[src/verilog/dtc_params.svh]
`ifndef DTC_PARAMS_SVH
`define DTC_PARAMS_SVH

// ----------------------------------------------------------
// Register map, channel n at n times the stride
// ----------------------------------------------------------
`define DTC_CH_STRIDE 8'h20
`define DTC_OFF_CTRL 5'h00
`define DTC_OFF_INIT 5'h04
`define DTC_OFF_DELAY 5'h08
`define DTC_OFF_WIDTH 5'h0c
`define DTC_OFF_COUNT 5'h10
`define DTC_OFF_STATUS 5'h14
`define DTC_OFF_CMD 5'h18

// ----------------------------------------------------------
// Field positions and reset values
// ----------------------------------------------------------
`define DTC_CTRL_W 13
`define DTC_CMD_START 0
`define DTC_CMD_RESET 1
`define DTC_RST_WORD 16'h0000

// ----------------------------------------------------------
// Timing
// ----------------------------------------------------------
`define DTC_MCLK_HZ 125000000
`define DTC_EXT_MAX_HZ 10000000
`define DTC_EXT_MIN_CYC (`DTC_MCLK_HZ / `DTC_EXT_MAX_HZ)
`define DTC_INT_DIV 8'h04
`endif

[src/verilog/dtc_pkg.sv]
package dtc_pkg;
  // Channel phase
  typedef enum logic [2:0] {
    DTC_IDLE, DTC_RUN, DTC_WAIT, DTC_MEAS, DTC_DELAY, DTC_PULSE, DTC_DONE
  } dtc_phase_t;
  // Operating mode, code 0 is the first mode
  typedef enum logic [2:0] {
    DTC_M_GATED_COUNT, DTC_M_PERIOD, DTC_M_WIDTH, DTC_M_ONE_GATED,
    DTC_M_ONE_TRIG, DTC_M_RETRIG, DTC_M_TRIG_CONT, DTC_M_CONT_GATED
  } dtc_mode_t;
  // Control word, mode in the low bits
  typedef struct packed {
    logic sw_dir;
    logic sw_gate;
    logic sw_clk;
    logic out_pol;
    logic gate_pol;
    logic clk_pol;
    logic dir_sel;
    logic gate_sel;
    logic [1:0] clk_src;
    dtc_mode_t mode;
  } dtc_cfg_t;
  // Per-channel state
  typedef struct packed {
    dtc_cfg_t cfg;
    logic [15:0] init;
    logic [15:0] dly;
    logic [15:0] wid;
    logic [15:0] cnt;
    dtc_phase_t phase;
    logic done;
    logic act;
    logic pin;
    logic clk_s1;
    logic clk_s2;
    logic gate_s1;
    logic gate_s2;
    logic dir_s1;
    logic dir_s2;
    logic clk_prev;
    logic gate_prev;
  } dtc_ch_t;
  // Whole block state
  typedef struct packed {
    dtc_ch_t [1:0] ch;
    logic [7:0] pre;
    logic [31:0] rd;
  } dtc_state_t;
endpackage

[src/verilog/dtc_timer.sv]
// The plain strobed port and the placing of the registers were chosen for this implementation.
`timescale 1ns/1ns
`include "dtc_params.svh"
module dtc_timer import dtc_pkg::*; #(
  parameter logic [7:0] INT_DIV = `DTC_INT_DIV // Internal timebase divider
) (
  input wire logic MCLK, // System clock
  input wire logic RST_N, // Synchronous reset, active low
  input wire logic CE, // Clock enable, freezes all state
  input wire logic [7:0] ADDR, // Register byte address
  input wire logic [31:0] WR_DATA, // Write data
  input wire logic WR_STB, // Write strobe
  input wire logic RD_STB, // Read strobe
  output logic [31:0] RD_DATA, // Read data, cycle after strobe
  input wire logic [1:0] COUNT_CLOCK_IN, // Count clock pins
  input wire logic [1:0] COUNT_GATE_IN, // Gate pins
  input wire logic [1:0] COUNT_DIRECTION_IN, // Direction pins, high counts up
  output logic [1:0] COUNTER_OUTPUT // Channel outputs
);

  // ----------------------------------------------------------
  // State and per-channel helper levels
  // ----------------------------------------------------------
  localparam logic [1:0] SRC_INT = 2'h0; // Internal timebase
  localparam logic [1:0] SRC_PIN = 2'h1; // External pin
  dtc_state_t r; // Registered state
  dtc_state_t n; // Next state
  logic tick_int; // Internal timebase strobe
  logic [1:0] tick; // Active count clock edge
  logic [1:0] gact; // Gate at its active level
  logic [1:0] gedge; // Gate became active
  logic [1:0] gfall; // Gate became inactive
  logic [1:0] up; // Direction level
  logic [1:0] en; // Counting allowed by gate
  logic [1:0] hit; // Channel addressed
  logic [1:0] clv; // Selected clock level, polarity applied

  // ----------------------------------------------------------
  // Next-state logic
  // ----------------------------------------------------------
  // All channels are updated in one pass so bus writes and
  // counting resolve in a single, fixed priority
  always_comb begin
    n = r;
    n.rd = 32'h0;
    tick = 2'h0;
    gact = 2'h0;
    gedge = 2'h0;
    gfall = 2'h0;
    up = 2'h0;
    en = 2'h0;
    hit = 2'h0;
    clv = 2'h0;
    // Free running internal timebase
    tick_int = (r.pre == INT_DIV - 8'h01);
    n.pre = tick_int ? 8'h00 : r.pre + 8'h01;
    for (int i = 0; i < 2; i++) begin
      // Two-flop synchronisers; only stage two is looked at
      n.ch[i].clk_s1 = COUNT_CLOCK_IN[i];
      n.ch[i].clk_s2 = r.ch[i].clk_s1;
      n.ch[i].gate_s1 = COUNT_GATE_IN[i];
      n.ch[i].gate_s2 = r.ch[i].gate_s1;
      n.ch[i].dir_s1 = COUNT_DIRECTION_IN[i];
      n.ch[i].dir_s2 = r.ch[i].dir_s1;
      // Clock source, pin rate limited by the synchroniser
      if (r.ch[i].cfg.clk_src == SRC_PIN) begin
        clv[i] = r.ch[i].clk_s2 ^ r.ch[i].cfg.clk_pol;
      end else begin
        clv[i] = r.ch[i].cfg.sw_clk ^ r.ch[i].cfg.clk_pol;
      end
      n.ch[i].clk_prev = clv[i];
      if (r.ch[i].cfg.clk_src == SRC_INT) begin
        tick[i] = tick_int;
      end else begin
        tick[i] = clv[i] & ~r.ch[i].clk_prev;
      end
      // Gate from pin or software, then polarity
      gact[i] = (r.ch[i].cfg.gate_sel ? r.ch[i].cfg.sw_gate : r.ch[i].gate_s2)
                ^ r.ch[i].cfg.gate_pol;
      n.ch[i].gate_prev = gact[i];
      gedge[i] = gact[i] & ~r.ch[i].gate_prev;
      gfall[i] = ~gact[i] & r.ch[i].gate_prev;
      up[i] = r.ch[i].cfg.dir_sel ? r.ch[i].cfg.sw_dir : r.ch[i].dir_s2;
      // Gated pulse modes pause while the gate is inactive
      if (r.ch[i].cfg.mode == DTC_M_ONE_GATED || r.ch[i].cfg.mode == DTC_M_CONT_GATED) begin
        en[i] = gact[i];
      end else begin
        en[i] = 1'b1;
      end
      // Mode sequencing
      case (r.ch[i].phase)
        DTC_IDLE: begin
          // Halted until start
        end
        DTC_RUN: begin
          // Gated event counting
          if (tick[i] && gact[i]) begin
            n.ch[i].cnt = up[i] ? r.ch[i].cnt + 16'h1 : r.ch[i].cnt - 16'h1;
          end
        end
        DTC_WAIT: begin
          // Waiting for an active gate edge
          if (gedge[i]) begin
            case (r.ch[i].cfg.mode)
              DTC_M_PERIOD, DTC_M_WIDTH: begin
                n.ch[i].phase = DTC_MEAS;
              end
              DTC_M_ONE_TRIG, DTC_M_RETRIG, DTC_M_TRIG_CONT: begin
                n.ch[i].phase = DTC_DELAY;
                n.ch[i].cnt = r.ch[i].dly;
              end
              default: begin
                n.ch[i].phase = DTC_WAIT;
              end
            endcase
          end
        end
        DTC_MEAS: begin
          // Period counts every edge, width only while gate is active
          if (tick[i] && (r.ch[i].cfg.mode == DTC_M_PERIOD || gact[i])) begin
            n.ch[i].cnt = up[i] ? r.ch[i].cnt + 16'h1 : r.ch[i].cnt - 16'h1;
          end
          if ((r.ch[i].cfg.mode == DTC_M_PERIOD && gedge[i]) ||
              (r.ch[i].cfg.mode == DTC_M_WIDTH && gfall[i])) begin
            n.ch[i].phase = DTC_DONE;
            n.ch[i].done = 1'b1;
            n.ch[i].act = 1'b1;
          end
        end
        DTC_DELAY: begin
          // A delay of zero acts as one period
          if (tick[i] && en[i]) begin
            if (r.ch[i].cnt <= 16'h1) begin
              n.ch[i].phase = DTC_PULSE;
              n.ch[i].cnt = r.ch[i].wid;
              n.ch[i].act = 1'b1;
            end else begin
              n.ch[i].cnt = r.ch[i].cnt - 16'h1;
            end
          end
        end
        DTC_PULSE: begin
          // Gate edges here are ignored by construction
          if (tick[i] && en[i]) begin
            if (r.ch[i].cnt <= 16'h1) begin
              n.ch[i].act = 1'b0;
              case (r.ch[i].cfg.mode)
                DTC_M_RETRIG: begin
                  n.ch[i].phase = DTC_WAIT;
                end
                DTC_M_TRIG_CONT, DTC_M_CONT_GATED: begin
                  n.ch[i].phase = DTC_DELAY;
                  n.ch[i].cnt = r.ch[i].dly;
                end
                default: begin
                  n.ch[i].phase = DTC_DONE;
                  n.ch[i].done = 1'b1;
                end
              endcase
            end else begin
              n.ch[i].cnt = r.ch[i].cnt - 16'h1;
            end
          end
        end
        DTC_DONE: begin
          // Result held until software acts
        end
        default: begin
          n.ch[i].phase = DTC_IDLE;
        end
      endcase
      // Register writes; a start command restarts the channel outright
      hit[i] = (ADDR[7:6] == 2'h0) && (ADDR[5] == 1'(i));
      if (WR_STB && hit[i]) begin
        case (ADDR[4:0])
          `DTC_OFF_CTRL: begin
            n.ch[i].cfg = dtc_cfg_t'(WR_DATA[`DTC_CTRL_W-1:0]);
          end
          `DTC_OFF_INIT: begin
            n.ch[i].init = WR_DATA[15:0];
          end
          `DTC_OFF_DELAY: begin
            n.ch[i].dly = WR_DATA[15:0];
          end
          `DTC_OFF_WIDTH: begin
            n.ch[i].wid = WR_DATA[15:0];
          end
          `DTC_OFF_CMD: begin
            if (WR_DATA[`DTC_CMD_RESET]) begin
              n.ch[i].phase = DTC_IDLE;
              n.ch[i].cnt = r.ch[i].init;
              n.ch[i].done = 1'b0;
              n.ch[i].act = 1'b0;
            end else if (WR_DATA[`DTC_CMD_START]) begin
              n.ch[i].done = 1'b0;
              n.ch[i].act = 1'b0;
              n.ch[i].cnt = r.ch[i].init;
              case (r.ch[i].cfg.mode)
                DTC_M_GATED_COUNT: begin
                  n.ch[i].phase = DTC_RUN;
                end
                DTC_M_ONE_GATED, DTC_M_CONT_GATED: begin
                  n.ch[i].phase = DTC_DELAY;
                  n.ch[i].cnt = r.ch[i].dly;
                end
                default: begin
                  n.ch[i].phase = DTC_WAIT;
                end
              endcase
            end
          end
          default: begin
            // Read-only or unmapped, ignored
          end
        endcase
      end
      // Output level after polarity, low from reset onward
      n.ch[i].pin = n.ch[i].act ^ n.ch[i].cfg.out_pol;
    end
    // Read port; count read has no side effect
    if (RD_STB && ADDR[7:6] == 2'h0) begin
      case (ADDR[4:0])
        `DTC_OFF_CTRL: begin
          n.rd = {19'h0, r.ch[ADDR[5]].cfg};
        end
        `DTC_OFF_INIT: begin
          n.rd = {16'h0, r.ch[ADDR[5]].init};
        end
        `DTC_OFF_DELAY: begin
          n.rd = {16'h0, r.ch[ADDR[5]].dly};
        end
        `DTC_OFF_WIDTH: begin
          n.rd = {16'h0, r.ch[ADDR[5]].wid};
        end
        `DTC_OFF_COUNT: begin
          n.rd = {16'h0, r.ch[ADDR[5]].cnt};
        end
        `DTC_OFF_STATUS: begin
          n.rd = {26'h0, r.ch[ADDR[5]].pin, r.ch[ADDR[5]].done,
                  r.ch[ADDR[5]].act, r.ch[ADDR[5]].phase};
        end
        default: begin
          n.rd = 32'h0;
        end
      endcase
    end
  end

  // ----------------------------------------------------------
  // State register
  // ----------------------------------------------------------
  // Whole state clears to zero: idle, output low, count zero
  always_ff @(posedge MCLK) begin
    if (!RST_N) begin
      r <= '0;
    end else if (CE) begin
      r <= n;
    end
  end

  assign RD_DATA = r.rd;
  assign COUNTER_OUTPUT = {r.ch[1].pin, r.ch[0].pin};

  // Command decode for channel 0, kept as plain levels so that
  // they can be combined freely with other conditions
  logic cmd0; // Command register of channel 0 written
  logic start0; // Start alone on channel 0
  logic reset0; // Software reset on channel 0
  assign cmd0 = CE && WR_STB && ADDR == {3'h0, `DTC_OFF_CMD};
  assign start0 = cmd0 && WR_DATA[`DTC_CMD_START] && !WR_DATA[`DTC_CMD_RESET];
  assign reset0 = cmd0 && WR_DATA[`DTC_CMD_RESET];
endmodule

[config.mk]
export PLATFORM = sky130hd
export DESIGN_NAME = dtc_timer
export DESIGN_NICKNAME = d
export VERILOG_FILES = /design/src/verilog/dtc_pkg.sv /design/src/verilog/dtc_timer.sv
export VERILOG_INCLUDE_DIRS = /design/src /design/src/verilog
export SDC_FILE = /design/constraint.sdc
export NUM_CORES = 1
export LEC_CHECK = 0
export BUFFER_PORTS_ARGS = -buffer_cell sky130_fd_sc_hd__buf_4
export CAP_MARGIN = 20
export CORE_MARGIN = 2
export CORE_UTILIZATION = 40
export CTS_CLUSTER_DIAMETER = 60
export CTS_CLUSTER_SIZE = 10
export DETAILED_ROUTE_END_ITERATION = 10
export PLACE_DENSITY = 0.54
export SKIP_LAST_GASP = 1
export SLEW_MARGIN = 20
export SYNTH_ARGS = -nofsm -noshare
export SYNTH_HDL_FRONTEND = slang
export SYNTH_SLANG_ARGS = --single-unit
[constraint.sdc]
create_clock -name MCLK -period 5.2 [get_ports MCLK]
set_input_delay 1.04 -clock MCLK [delete_from_list [all_inputs] [get_ports MCLK]]
set_output_delay 1.04 -clock MCLK [all_outputs]
set_load 0.01 [all_outputs]
==> results.md, run 1 <==
Cells and area:
- Of the cells placed in the final design, the portion with a size suffix greater than 1 is 0.08624.
- The area of all placed cells without fillers is 16,150 um2.
- The most common cell after layout, fill and taps aside is sky130_fd_sc_hd__nand2_1.
- The area growth from synthesis to final layout is 7.906%.
- For this run, the share of the core covered by cells in the final layout is 0.4402.
- The count of non-filler cells in the finished layout is about 2,400.
- The top cell types in the final layout, fill and taps aside, are sky130_fd_sc_hd__nand2_1, sky130_fd_sc_hd__dfxtp_1, sky130_fd_sc_hd__a21boi_0.
- At the end of the flow, the number of nets in the layout was 1,997.
- The total inserted antenna cells is 0.
- The layout has 3,746 filler cells.

Floorplanning:
- The area of the die is roughly 40,000 um2.
- The die span in x is 197.5 um.
- The top-level I/O count is 85.
- For this configuration, the core starts out at a cell density of 0.4079.
- The area of the placeable core is roughly 37,000 um2.
- From bottom edge to top edge, the die measures ~200 um.
- The row count is 70.

Yosys:
- The cell area that synthesis handed to floorplanning was about 15,000 um2.
- Among all flip-flop cells after synthesis, the most frequent one is sky130_fd_sc_hd__dfxtp_1.
- Measured against the total synthesized area, the mux share comes to 0.07280.
- The combinational family with the most area after synthesis is compound AO/OA/AOI/OAI gates.
- The cell count after synthesis is 2,017.
- The number of distinct standard cells referenced by the synthesized netlist is between 90 and 100.
- After synthesis the netlist holds a flip-flop and latch count of 206.
- The simple-gate portion of the synthesized area is 0.2161.
- The share of the synthesized area in compound gates (AO/OA/AOI/OAI) came to 0.3245.
- The largest area contributor in the synthesized netlist is sky130_fd_sc_hd__dfxtp_1.
- Of the post-synthesis cell area, the dominant cell type holds 0.2755.
- The number of enable flip-flop cells after synthesis is 0.
- Of the total synthesized cell area, the portion taken by full adders, half adders and majority gates is 0.005850.
- The synthesized area per cell is approximately 7.4 um2.
- After synthesis, the share of flip-flops with an asynchronous set or reset is 0.
- Sorting the synthesized cells by area gives the leading types as sky130_fd_sc_hd__dfxtp_1, sky130_fd_sc_hd__nand2_1, sky130_fd_sc_hd__a21boi_0.
- The xor and xnor area share after synthesis is 0.02984.
- For this run, the register share of the synthesized area comes to 0.2755.
- Yosys printed 0 warnings.

Power and ir drop:
- In this run the static leakage power is between 5 and 6 nW.
- Power spread over the standard cell area amounts to between 200 and 300 nW/um2.
- The highest ir drop seen on vdd is ~0.24 mV.

GRT:
- After global routing the overflow that remains totals 0.
- The layer flagged by global routing as most heavily used is met2.
- For met3 alone, demand over resource in global routing was 0.07239.
- In the global route stage, overall resource usage came out at 0.3250.
- The met1 usage in global routing is 0.4751.
- The wire length of the first global-routing pass is about 96,000 um.
- The initial antenna violation count is 1.
- The global routing usage on met2 is 0.4760.
- The pin count of the biggest net entering global routing is 87.
- The number of global-route vias before repair is 14,830.

Worst setup path:
- The worst register-to-register path has a depth of 8.
- The cell with the largest stage delay on the worst path is sky130_fd_sc_hd__a221oi_1.
- The maximum single-stage delay on the critical path is around 1100 ps.
- The register-to-register path setup slack is 1240 ps.
- Data on the critical path is required at its endpoint by ~5700 ps.
- The sum of buffers and inverters on the critical path is 0.
- In this run the critical register-to-register path is launched from r[32]$_SDFFE_PN0P_.
- Of all nets on the critical path, the largest fanout is 10.
- The critical path goes through ha_1 -> nor4b_1 -> nand3_1 -> a221oi_1 -> a221oi_1 -> a31oi_1 -> nor3_1 -> nor3_1.
- The worst setup path is launched from a flip-flop.
- The cell class contributing the biggest share of worst-path delay is simple AND/OR/NAND/NOR gates.
- Data arrives at the worst endpoint at ~4400 ps.
- STA classifies the critical path endpoint as a flip-flop.
- The setup path with the least slack is of type flip-flop to flip-flop.
- The critical register-to-register path endpoint is r[57]$_SDFFE_PN0P_.

Routing:
- Using the TritonRoute via totals, the vias-per-cell ratio works out to between 6 and 7.
- In the routed design, unresolved DRC markers number 0.
- The number of DRC markers after the initial detailed-route iteration is 2,031.
- In the final routed layout, each cell accounts on average for around 27 um.
- The first detailed-routing pass took 6 iterations.
- The final layout contains routed wiring with a total length of approximately 64,000 um.
- The detailed router placed ~16,000 vias in this run.
- The post-detailed-route count of antenna-violating nets is 0.

Worst hold path:
- The worst min-delay path category is flip-flop to flip-flop.
- The path with the worst hold slack has its endpoint at RD_DATA[1]$_SDFFE_PN0P_.
- The worst hold path was traced through 2 stages.
- The start point of the worst hold path is RD_DATA[1]$_SDFFE_PN0P_.

STA:
- The number of max-slew violations in the final report came to 0.
- The worst pin sits at a relative slew slack of 0.1841.
- Timing would allow up to between 200 and 300 MHz.
- The count of endpoints failing setup in the final report is 0.
- The final total negative setup slack is 0 ps.
- The final number of hold-violating endpoints is 0.
- Setup repair after global routing left no endpoint under its margin.
- Once routing completed, OpenROAD measured the worst setup slack at ~1200 ps.
- In the finished design, the share of the clock period the worst path needs comes to 0.7621.
- The pin slew with the least headroom to its limit is around 1200 ps.
- The setup clock skew after layout is roughly 13 ps.
- Counting I/O delays and the setup requirement, the final critical path takes about 4000 ps.

Run status:
- The run finished with clean final reports.

Clock network:
- The root cell of the clock tree is sky130_fd_sc_hd__clkbuf_16.
- The longest clock path from root to sink contains 3 buffers.
- The cts-stage hold buffer count is 0.
- The number of sinks driven by the clock tree is approximately 210.
- The number of setup buffers added after CTS is 0.
- The CTS buffer count is 27.
- The H-tree level count is 1.
- The clock transition at the registers of the reported paths is around 50 ps.
- The number of instances resized during post-cts repair is 0.
- The clock latency reported for the late side of the worst-skew pair is 560 ps.
- The clock tree from TritonCTS is built.

Job:
- The total of max-cap violations is 0.

Placed design:
- The final weighted congestion in routability-driven placement is around 0.96.
- The number of placed cells counting well taps is approximately 2,400.
- Once detailed placement completed, the half-perimeter wirelength came to between 40,000 and 50,000 um.
- The placed instances occupy a cell area of approximately 15,000 um2.
- OpenSTA, run right after detailed placement, puts the worst setup slack at 1364 ps.
- Port buffering added 52 buffers.
cell usage after synthesis, types with 29 or more instances:
cell	number
sky130_fd_sc_hd__o22ai_1	38
sky130_fd_sc_hd__a22oi_1	39
sky130_fd_sc_hd__dfxtp_1	206
sky130_fd_sc_hd__o21ai_0	104
sky130_fd_sc_hd__a31oi_1	31
sky130_fd_sc_hd__nor2_1	109
sky130_fd_sc_hd__nor2b_1	36
sky130_fd_sc_hd__clkbuf_1	159
sky130_fd_sc_hd__xnor2_1	29
sky130_fd_sc_hd__nand3_1	34
sky130_fd_sc_hd__nand2_1	364
sky130_fd_sc_hd__a21oi_1	93
sky130_fd_sc_hd__buf_4	45
sky130_fd_sc_hd__a21boi_0	137
sky130_fd_sc_hd__mux2i_1	101
sky130_fd_sc_hd__nor3_1	44
stage by stage:
stage	hold slack, ps	total power, mW
after floorplan	451.3	2.211
after global placement	465.0	2.452
after detailed placement	467.2	2.456
after CTS	476.2	4.209
after global routing	501.9	4.352
final	470.0	4.214
area by class of cell:
cell class / count / area (um2) / area share
multi-input cells: 1576 / 9793 / 0.6062
flip-flops and latches: 206 / 4124 / 0.2553
repair buffers: 100 / 750.7 / 0.04647
clock buffers: 32 / 724.4 / 0.04485
well taps: 468 / 585.6 / 0.03625
inverters: 28 / 105.1 / 0.006506
clock inverters: 6 / 71.32 / 0.004415
metal layers:
| metal | vias to the layer above | share of wire |
|---|---|---|
| met5 | - | 0 |
| met1 | 7758 | 0.45 |
| met4 | 0 | 0.027 |
| met2 | 906 | 0.42 |
| li1 | 7172 | - |
| met3 | 113 | 0.11 |
how the worst max path moves through the flow:
| stage | start | endpoint | depth (start not counted) |
|---|---|---|---|
| 2_1_floorplan | ADDR[5] | r[144]$_SDFFE_PN0P_ | 8 |
| 3_3_place_gp | r[32]$_SDFFE_PN0P_ | r[158]$_SDFFE_PN0P_ | 8 |
| 3_5_place_dp | r[32]$_SDFFE_PN0P_ | r[158]$_SDFFE_PN0P_ | 8 |
| 4_1_cts | r[32]$_SDFFE_PN0P_ | r[158]$_SDFFE_PN0P_ | 8 |
| 5_1_grt | r[32]$_SDFFE_PN0P_ | r[158]$_SDFFE_PN0P_ | 8 |
| 6_report | r[32]$_SDFFE_PN0P_ | r[57]$_SDFFE_PN0P_ | 8 |
power by group:
| part | internal (mW) | leakage (nW) | total, mW | switching [mW] |
|---|---|---|---|---|
| logic | 0.258 | 3.38 | 0.751 | 0.493 |
| clock network | 1.02 | 0.384 | 1.77 | 0.743 |
| registers | 1.61 | 1.67 | 1.70 | 0.0894 |
worst min-delay path: cells and delay by family (launching register included):
kind,cells,cell delay [ps]
flops,1,310
compound gates,1,60
simple gates,1,50
state kept, by name (all words and copies together), names as in the netlist:
register / cells
COUNTER_OUTPUT: 2
RD_DATA: 16
n: 6
r: 182
kinds of logic after synthesis:
logic type	Yosys count
AOI/OAI and AO/OA	685
xor gates and xnor gates	51
adders and majority gates	7
buffers and inverters	250
DFF	206
muxes	108
other	1
and+or+nand+nor	709
Power figures use the tool's default switching activity.
==> inputs of run 2 (changes only) <==
- PLACE_DENSITY: 0.54 -> 0.56
- clock period: 5.2 -> 3.3 ns (I/O delays scaled with it)
==> run 2 against run 1 <==
Against the previous run:
- die area is the same
- first-iteration DRC count rose by 26%
- combinational power up 84%
- sequential share of layout area fell by 1.2 points
- register-to-register slack got worse by 1000 ps
- clock-buffer cell count increased by 1
- sequential cell count is the same
- power is 65% higher
- global-route usage increased by 0.76 points
- final cell count rose by 4.0%
- hold slack worse by 110 ps
- via count is 3.7% higher
- critical path type unchanged
- critical endpoint is now r[151]$_SDFFE_PN0P_
- largest cell class unchanged
==> results.md, run 2 (same netlist as run 1, synthesis figures left out) <==
Floorplanning:
- The starting utilization of the core area is 0.4079 (unchanged).
- The die boundary height is 197.5 um (unchanged).
- The area of the die is 38,990 um2 (unchanged).
- The die span in x is 197.5 um (unchanged).
- The top-level I/O count is 85 (unchanged).
- The area of the placeable core was 36,700 um2 (unchanged).
- The row count is 70 (unchanged).

GRT:
- The pin count of the biggest net entering global routing is 62 (-29%).
- The number of global-route vias before repair was 15,190 (+2.4%).
- The aggregate global routing overflow was 0 (unchanged).
- The total track usage is 0.3326 (+0.007633).
- The wire length of the first global-routing pass came to 98,340 um (+2.2%).
- The initial antenna violation count is 1 (unchanged).

Routing:
- The average detailed-routed wire length per instance was 26.30 um (-1.1%).
- The detailed-router iteration count before antenna repair is 8 (+2).
- The final routed wirelength across all metal layers was 66,090 um (+2.9%).
- The via total after detailed routing is 16,530 (+3.7%).
- The detail-routed via count per cell is 6.579 (-0.33%).
- The detailed-route DRC error count came to 0 (unchanged).
- The post-detailed-route count of antenna-violating nets is 0 (unchanged).
- The number of DRC markers after the initial detailed-route iteration is 2,565 (+26%).

Power and ir drop:
- The static leakage power is 5.937 nW (+9.3%).
- The net switching component of the power is 2.188 mW (+65%).
- The sequential cell fraction of total power is 0.373 (-0.030).
- The clock network fraction of total power is 0.429 (+0.010).
- The internal power of the cells is 4.785 mW (+66%).
- The fraction of power consumed by combinational cells is 0.198 (+0.020).
- The highest ir drop seen on vdd is 0.3387 mV (+40%).
- The net switching share of the total power is 0.3138 (-0.0007189).
- The overall power after layout is 6.973 mW (+65%).
- The ratio of total power to cell area is 411.8 nW/um2 (+58%).

Clock network:
- The clock transition at the registers of the reported paths is 50 ps (about the same).
- The H-tree level count is 1 (unchanged).
- The clock tree from TritonCTS is built.
- The number of sinks driven by the clock tree is 206 (unchanged).
- The CTS buffer count came to 29 (+7.4%).
- The root cell of the clock tree is sky130_fd_sc_hd__clkbuf_16.
- The clock latency reported for the late side of the worst-skew pair is 570 ps (about the same).
- The cts-stage hold buffer count came to 0 (unchanged).
- The deepest clock path buffer count is 3 (unchanged).

STA:
- The final critical delay including setup and external delays is 3105 ps (-858.1 ps).
- The final total negative setup slack came to 0 ps (unchanged).
- The final number of hold-violating endpoints was 0 (unchanged).
- The setup clock skew after layout is 10.83 ps (-2.663 ps).
- The highest clock frequency the design can meet came to 322.1 MHz (+28%).
- The count of endpoints failing setup in the final report was 0 (unchanged).
- Setup repair after global routing left no endpoint under its margin.
- The pin slew with the least headroom to its limit is 1146 ps (-77.65 ps).
- The worst relative slew slack is 0.2308 (+0.04664).
- The number of max-slew violations in the final report is 0 (unchanged).
- The final clock period utilization by the worst path came to 0.9409 (+0.1788).

Run status:
- The run finished with clean final reports.

Cells and area:
- The number of flip-flops in the largest register is 182 (unchanged).
- The area growth from synthesis to final layout is 13.09%.
- The number of nets in the layout is 2,092 (+4.8%).
- The fraction of layout cells with a size suffix above 1 is 0.1286 (+0.04236).
- In the layout the commonest cells are sky130_fd_sc_hd__nand2_1, sky130_fd_sc_hd__dfxtp_1, sky130_fd_sc_hd__buf_4.
- The largest register by flop count is r.
- The most common cell after layout, fill and taps aside is sky130_fd_sc_hd__nand2_1.
- The fill cell total of the finished layout was 3,731 (-0.40%).
- The total inserted antenna cells is 0 (unchanged).

Placed design:
- The count of input and output buffers is 52 (unchanged).
- The final HPWL from detailed placement was 49,170 um (+5.4%).
- The final weighted congestion in routability-driven placement is 0.9888 (+3.2%).

Worst setup path:
- The required arrival time at the worst endpoint is 3740 ps (-1930 ps).
- The register-to-register path setup slack was 200 ps (-1040 ps).
- STA classifies the critical path startpoint as a flip-flop.
- The worst setup path is captured at a flip-flop.
- The classification of the worst setup path is flip-flop to flip-flop.
- The data arrival time of the critical path was 3540 ps (-900 ps).
- The biggest fanout along the worst timing path is 9 (-1).

Job:
- The total of max-cap violations came to 0 (unchanged).

Worst hold path:
- The worst min-delay path category is input pin to flip-flop.
-- run 2: cell count changes in the layout (fill, tap and decap cells not counted), moves of 2 or more --
cell                         change
sky130_fd_sc_hd__clkinvlp_4      +2
sky130_fd_sc_hd__buf_4          +92
sky130_fd_sc_hd__clkbuf_8        -2
sky130_fd_sc_hd__clkbuf_16       +2
-- run 2: routing by layer --
layer  track usage  up-vias  routed length (um)
met5             0        -                   0
met4       0.09245        0                1647
met3       0.07939      131                8451
li1              -     7356                   -
met2        0.4844     1065               27440
met1        0.4843     7982               28550
-- run 2: critical path: stages (launching register included) --
cell                        delay (ps)
sky130_fd_sc_hd__dfxtp_1           400
sky130_fd_sc_hd__ha_1              200
sky130_fd_sc_hd__or4b_1            490
sky130_fd_sc_hd__or4_4             610
sky130_fd_sc_hd__a22oi_2           340
sky130_fd_sc_hd__buf_4             260
sky130_fd_sc_hd__o221ai_2          120
sky130_fd_sc_hd__buf_4             220
sky130_fd_sc_hd__o2111ai_1         210
sky130_fd_sc_hd__o211ai_1          130
-- run 2: power groups by stage --
stage | Clock (mW) | Sequential, mW | Combinational (mW)
finish | 2.99 | 2.60 | 1.38
detailed placement | 0 | 2.65 | 1.33
CTS | 3.02 | 2.60 | 1.33
global placement | 0 | 2.65 | 1.32
global route | 3.12 | 2.61 | 1.46
floorplan | 0 | 2.61 | 0.871
-- run 2: final timing paths --
path | startpoint | depth (start not counted) | endpoint
min reg2reg | RD_DATA[10]$_SDFFE_PN0P_ | 2 | RD_DATA[10]$_SDFFE_PN0P_
min | COUNT_CLOCK_IN[0] | 3 | n[46]$_SDFFE_PN0P_
max | r[33]$_SDFFE_PN0P_ | 9 | r[151]$_SDFFE_PN0P_
max reg2reg | r[33]$_SDFFE_PN0P_ | 9 | r[151]$_SDFFE_PN0P_
-- run 2: repair_timing --
item                                    4_1_cts  5_1_grt
gates resized for setup                       0        1
setup buffers                                 0        1
endpoints found under the setup margin        0       13
-- run 2: cell type report --
| type | count | area [um2] | area share |
|---|---|---|---|
| multi-input combinational | 1576 | 9787 | 0.5781 |
| sequential | 206 | 4124 | 0.2436 |
| timing repair buffer | 193 | 1461 | 0.08632 |
| clock buffer | 33 | 750.7 | 0.04434 |
| tap | 468 | 585.6 | 0.03459 |
| clock inverter | 9 | 116.4 | 0.006873 |
| inverter | 28 | 105.1 | 0.006208 |
-- run 2: through the flow --
stage,setup WS [ps],util,cells,hold slack (ps),cell area [um2]
floorplan,457.2,-,2032,451.3,15030
global placement,24.86,0.4371,2470,464.4,16040
detailed placement,22.74,0.4371,2470,466.5,16040
CTS,10.10,0.4607,2512,347.5,16910
global route,64.42,0.4613,2513,366.0,16930
finish,195.1,0.4613,2513,356.7,16930
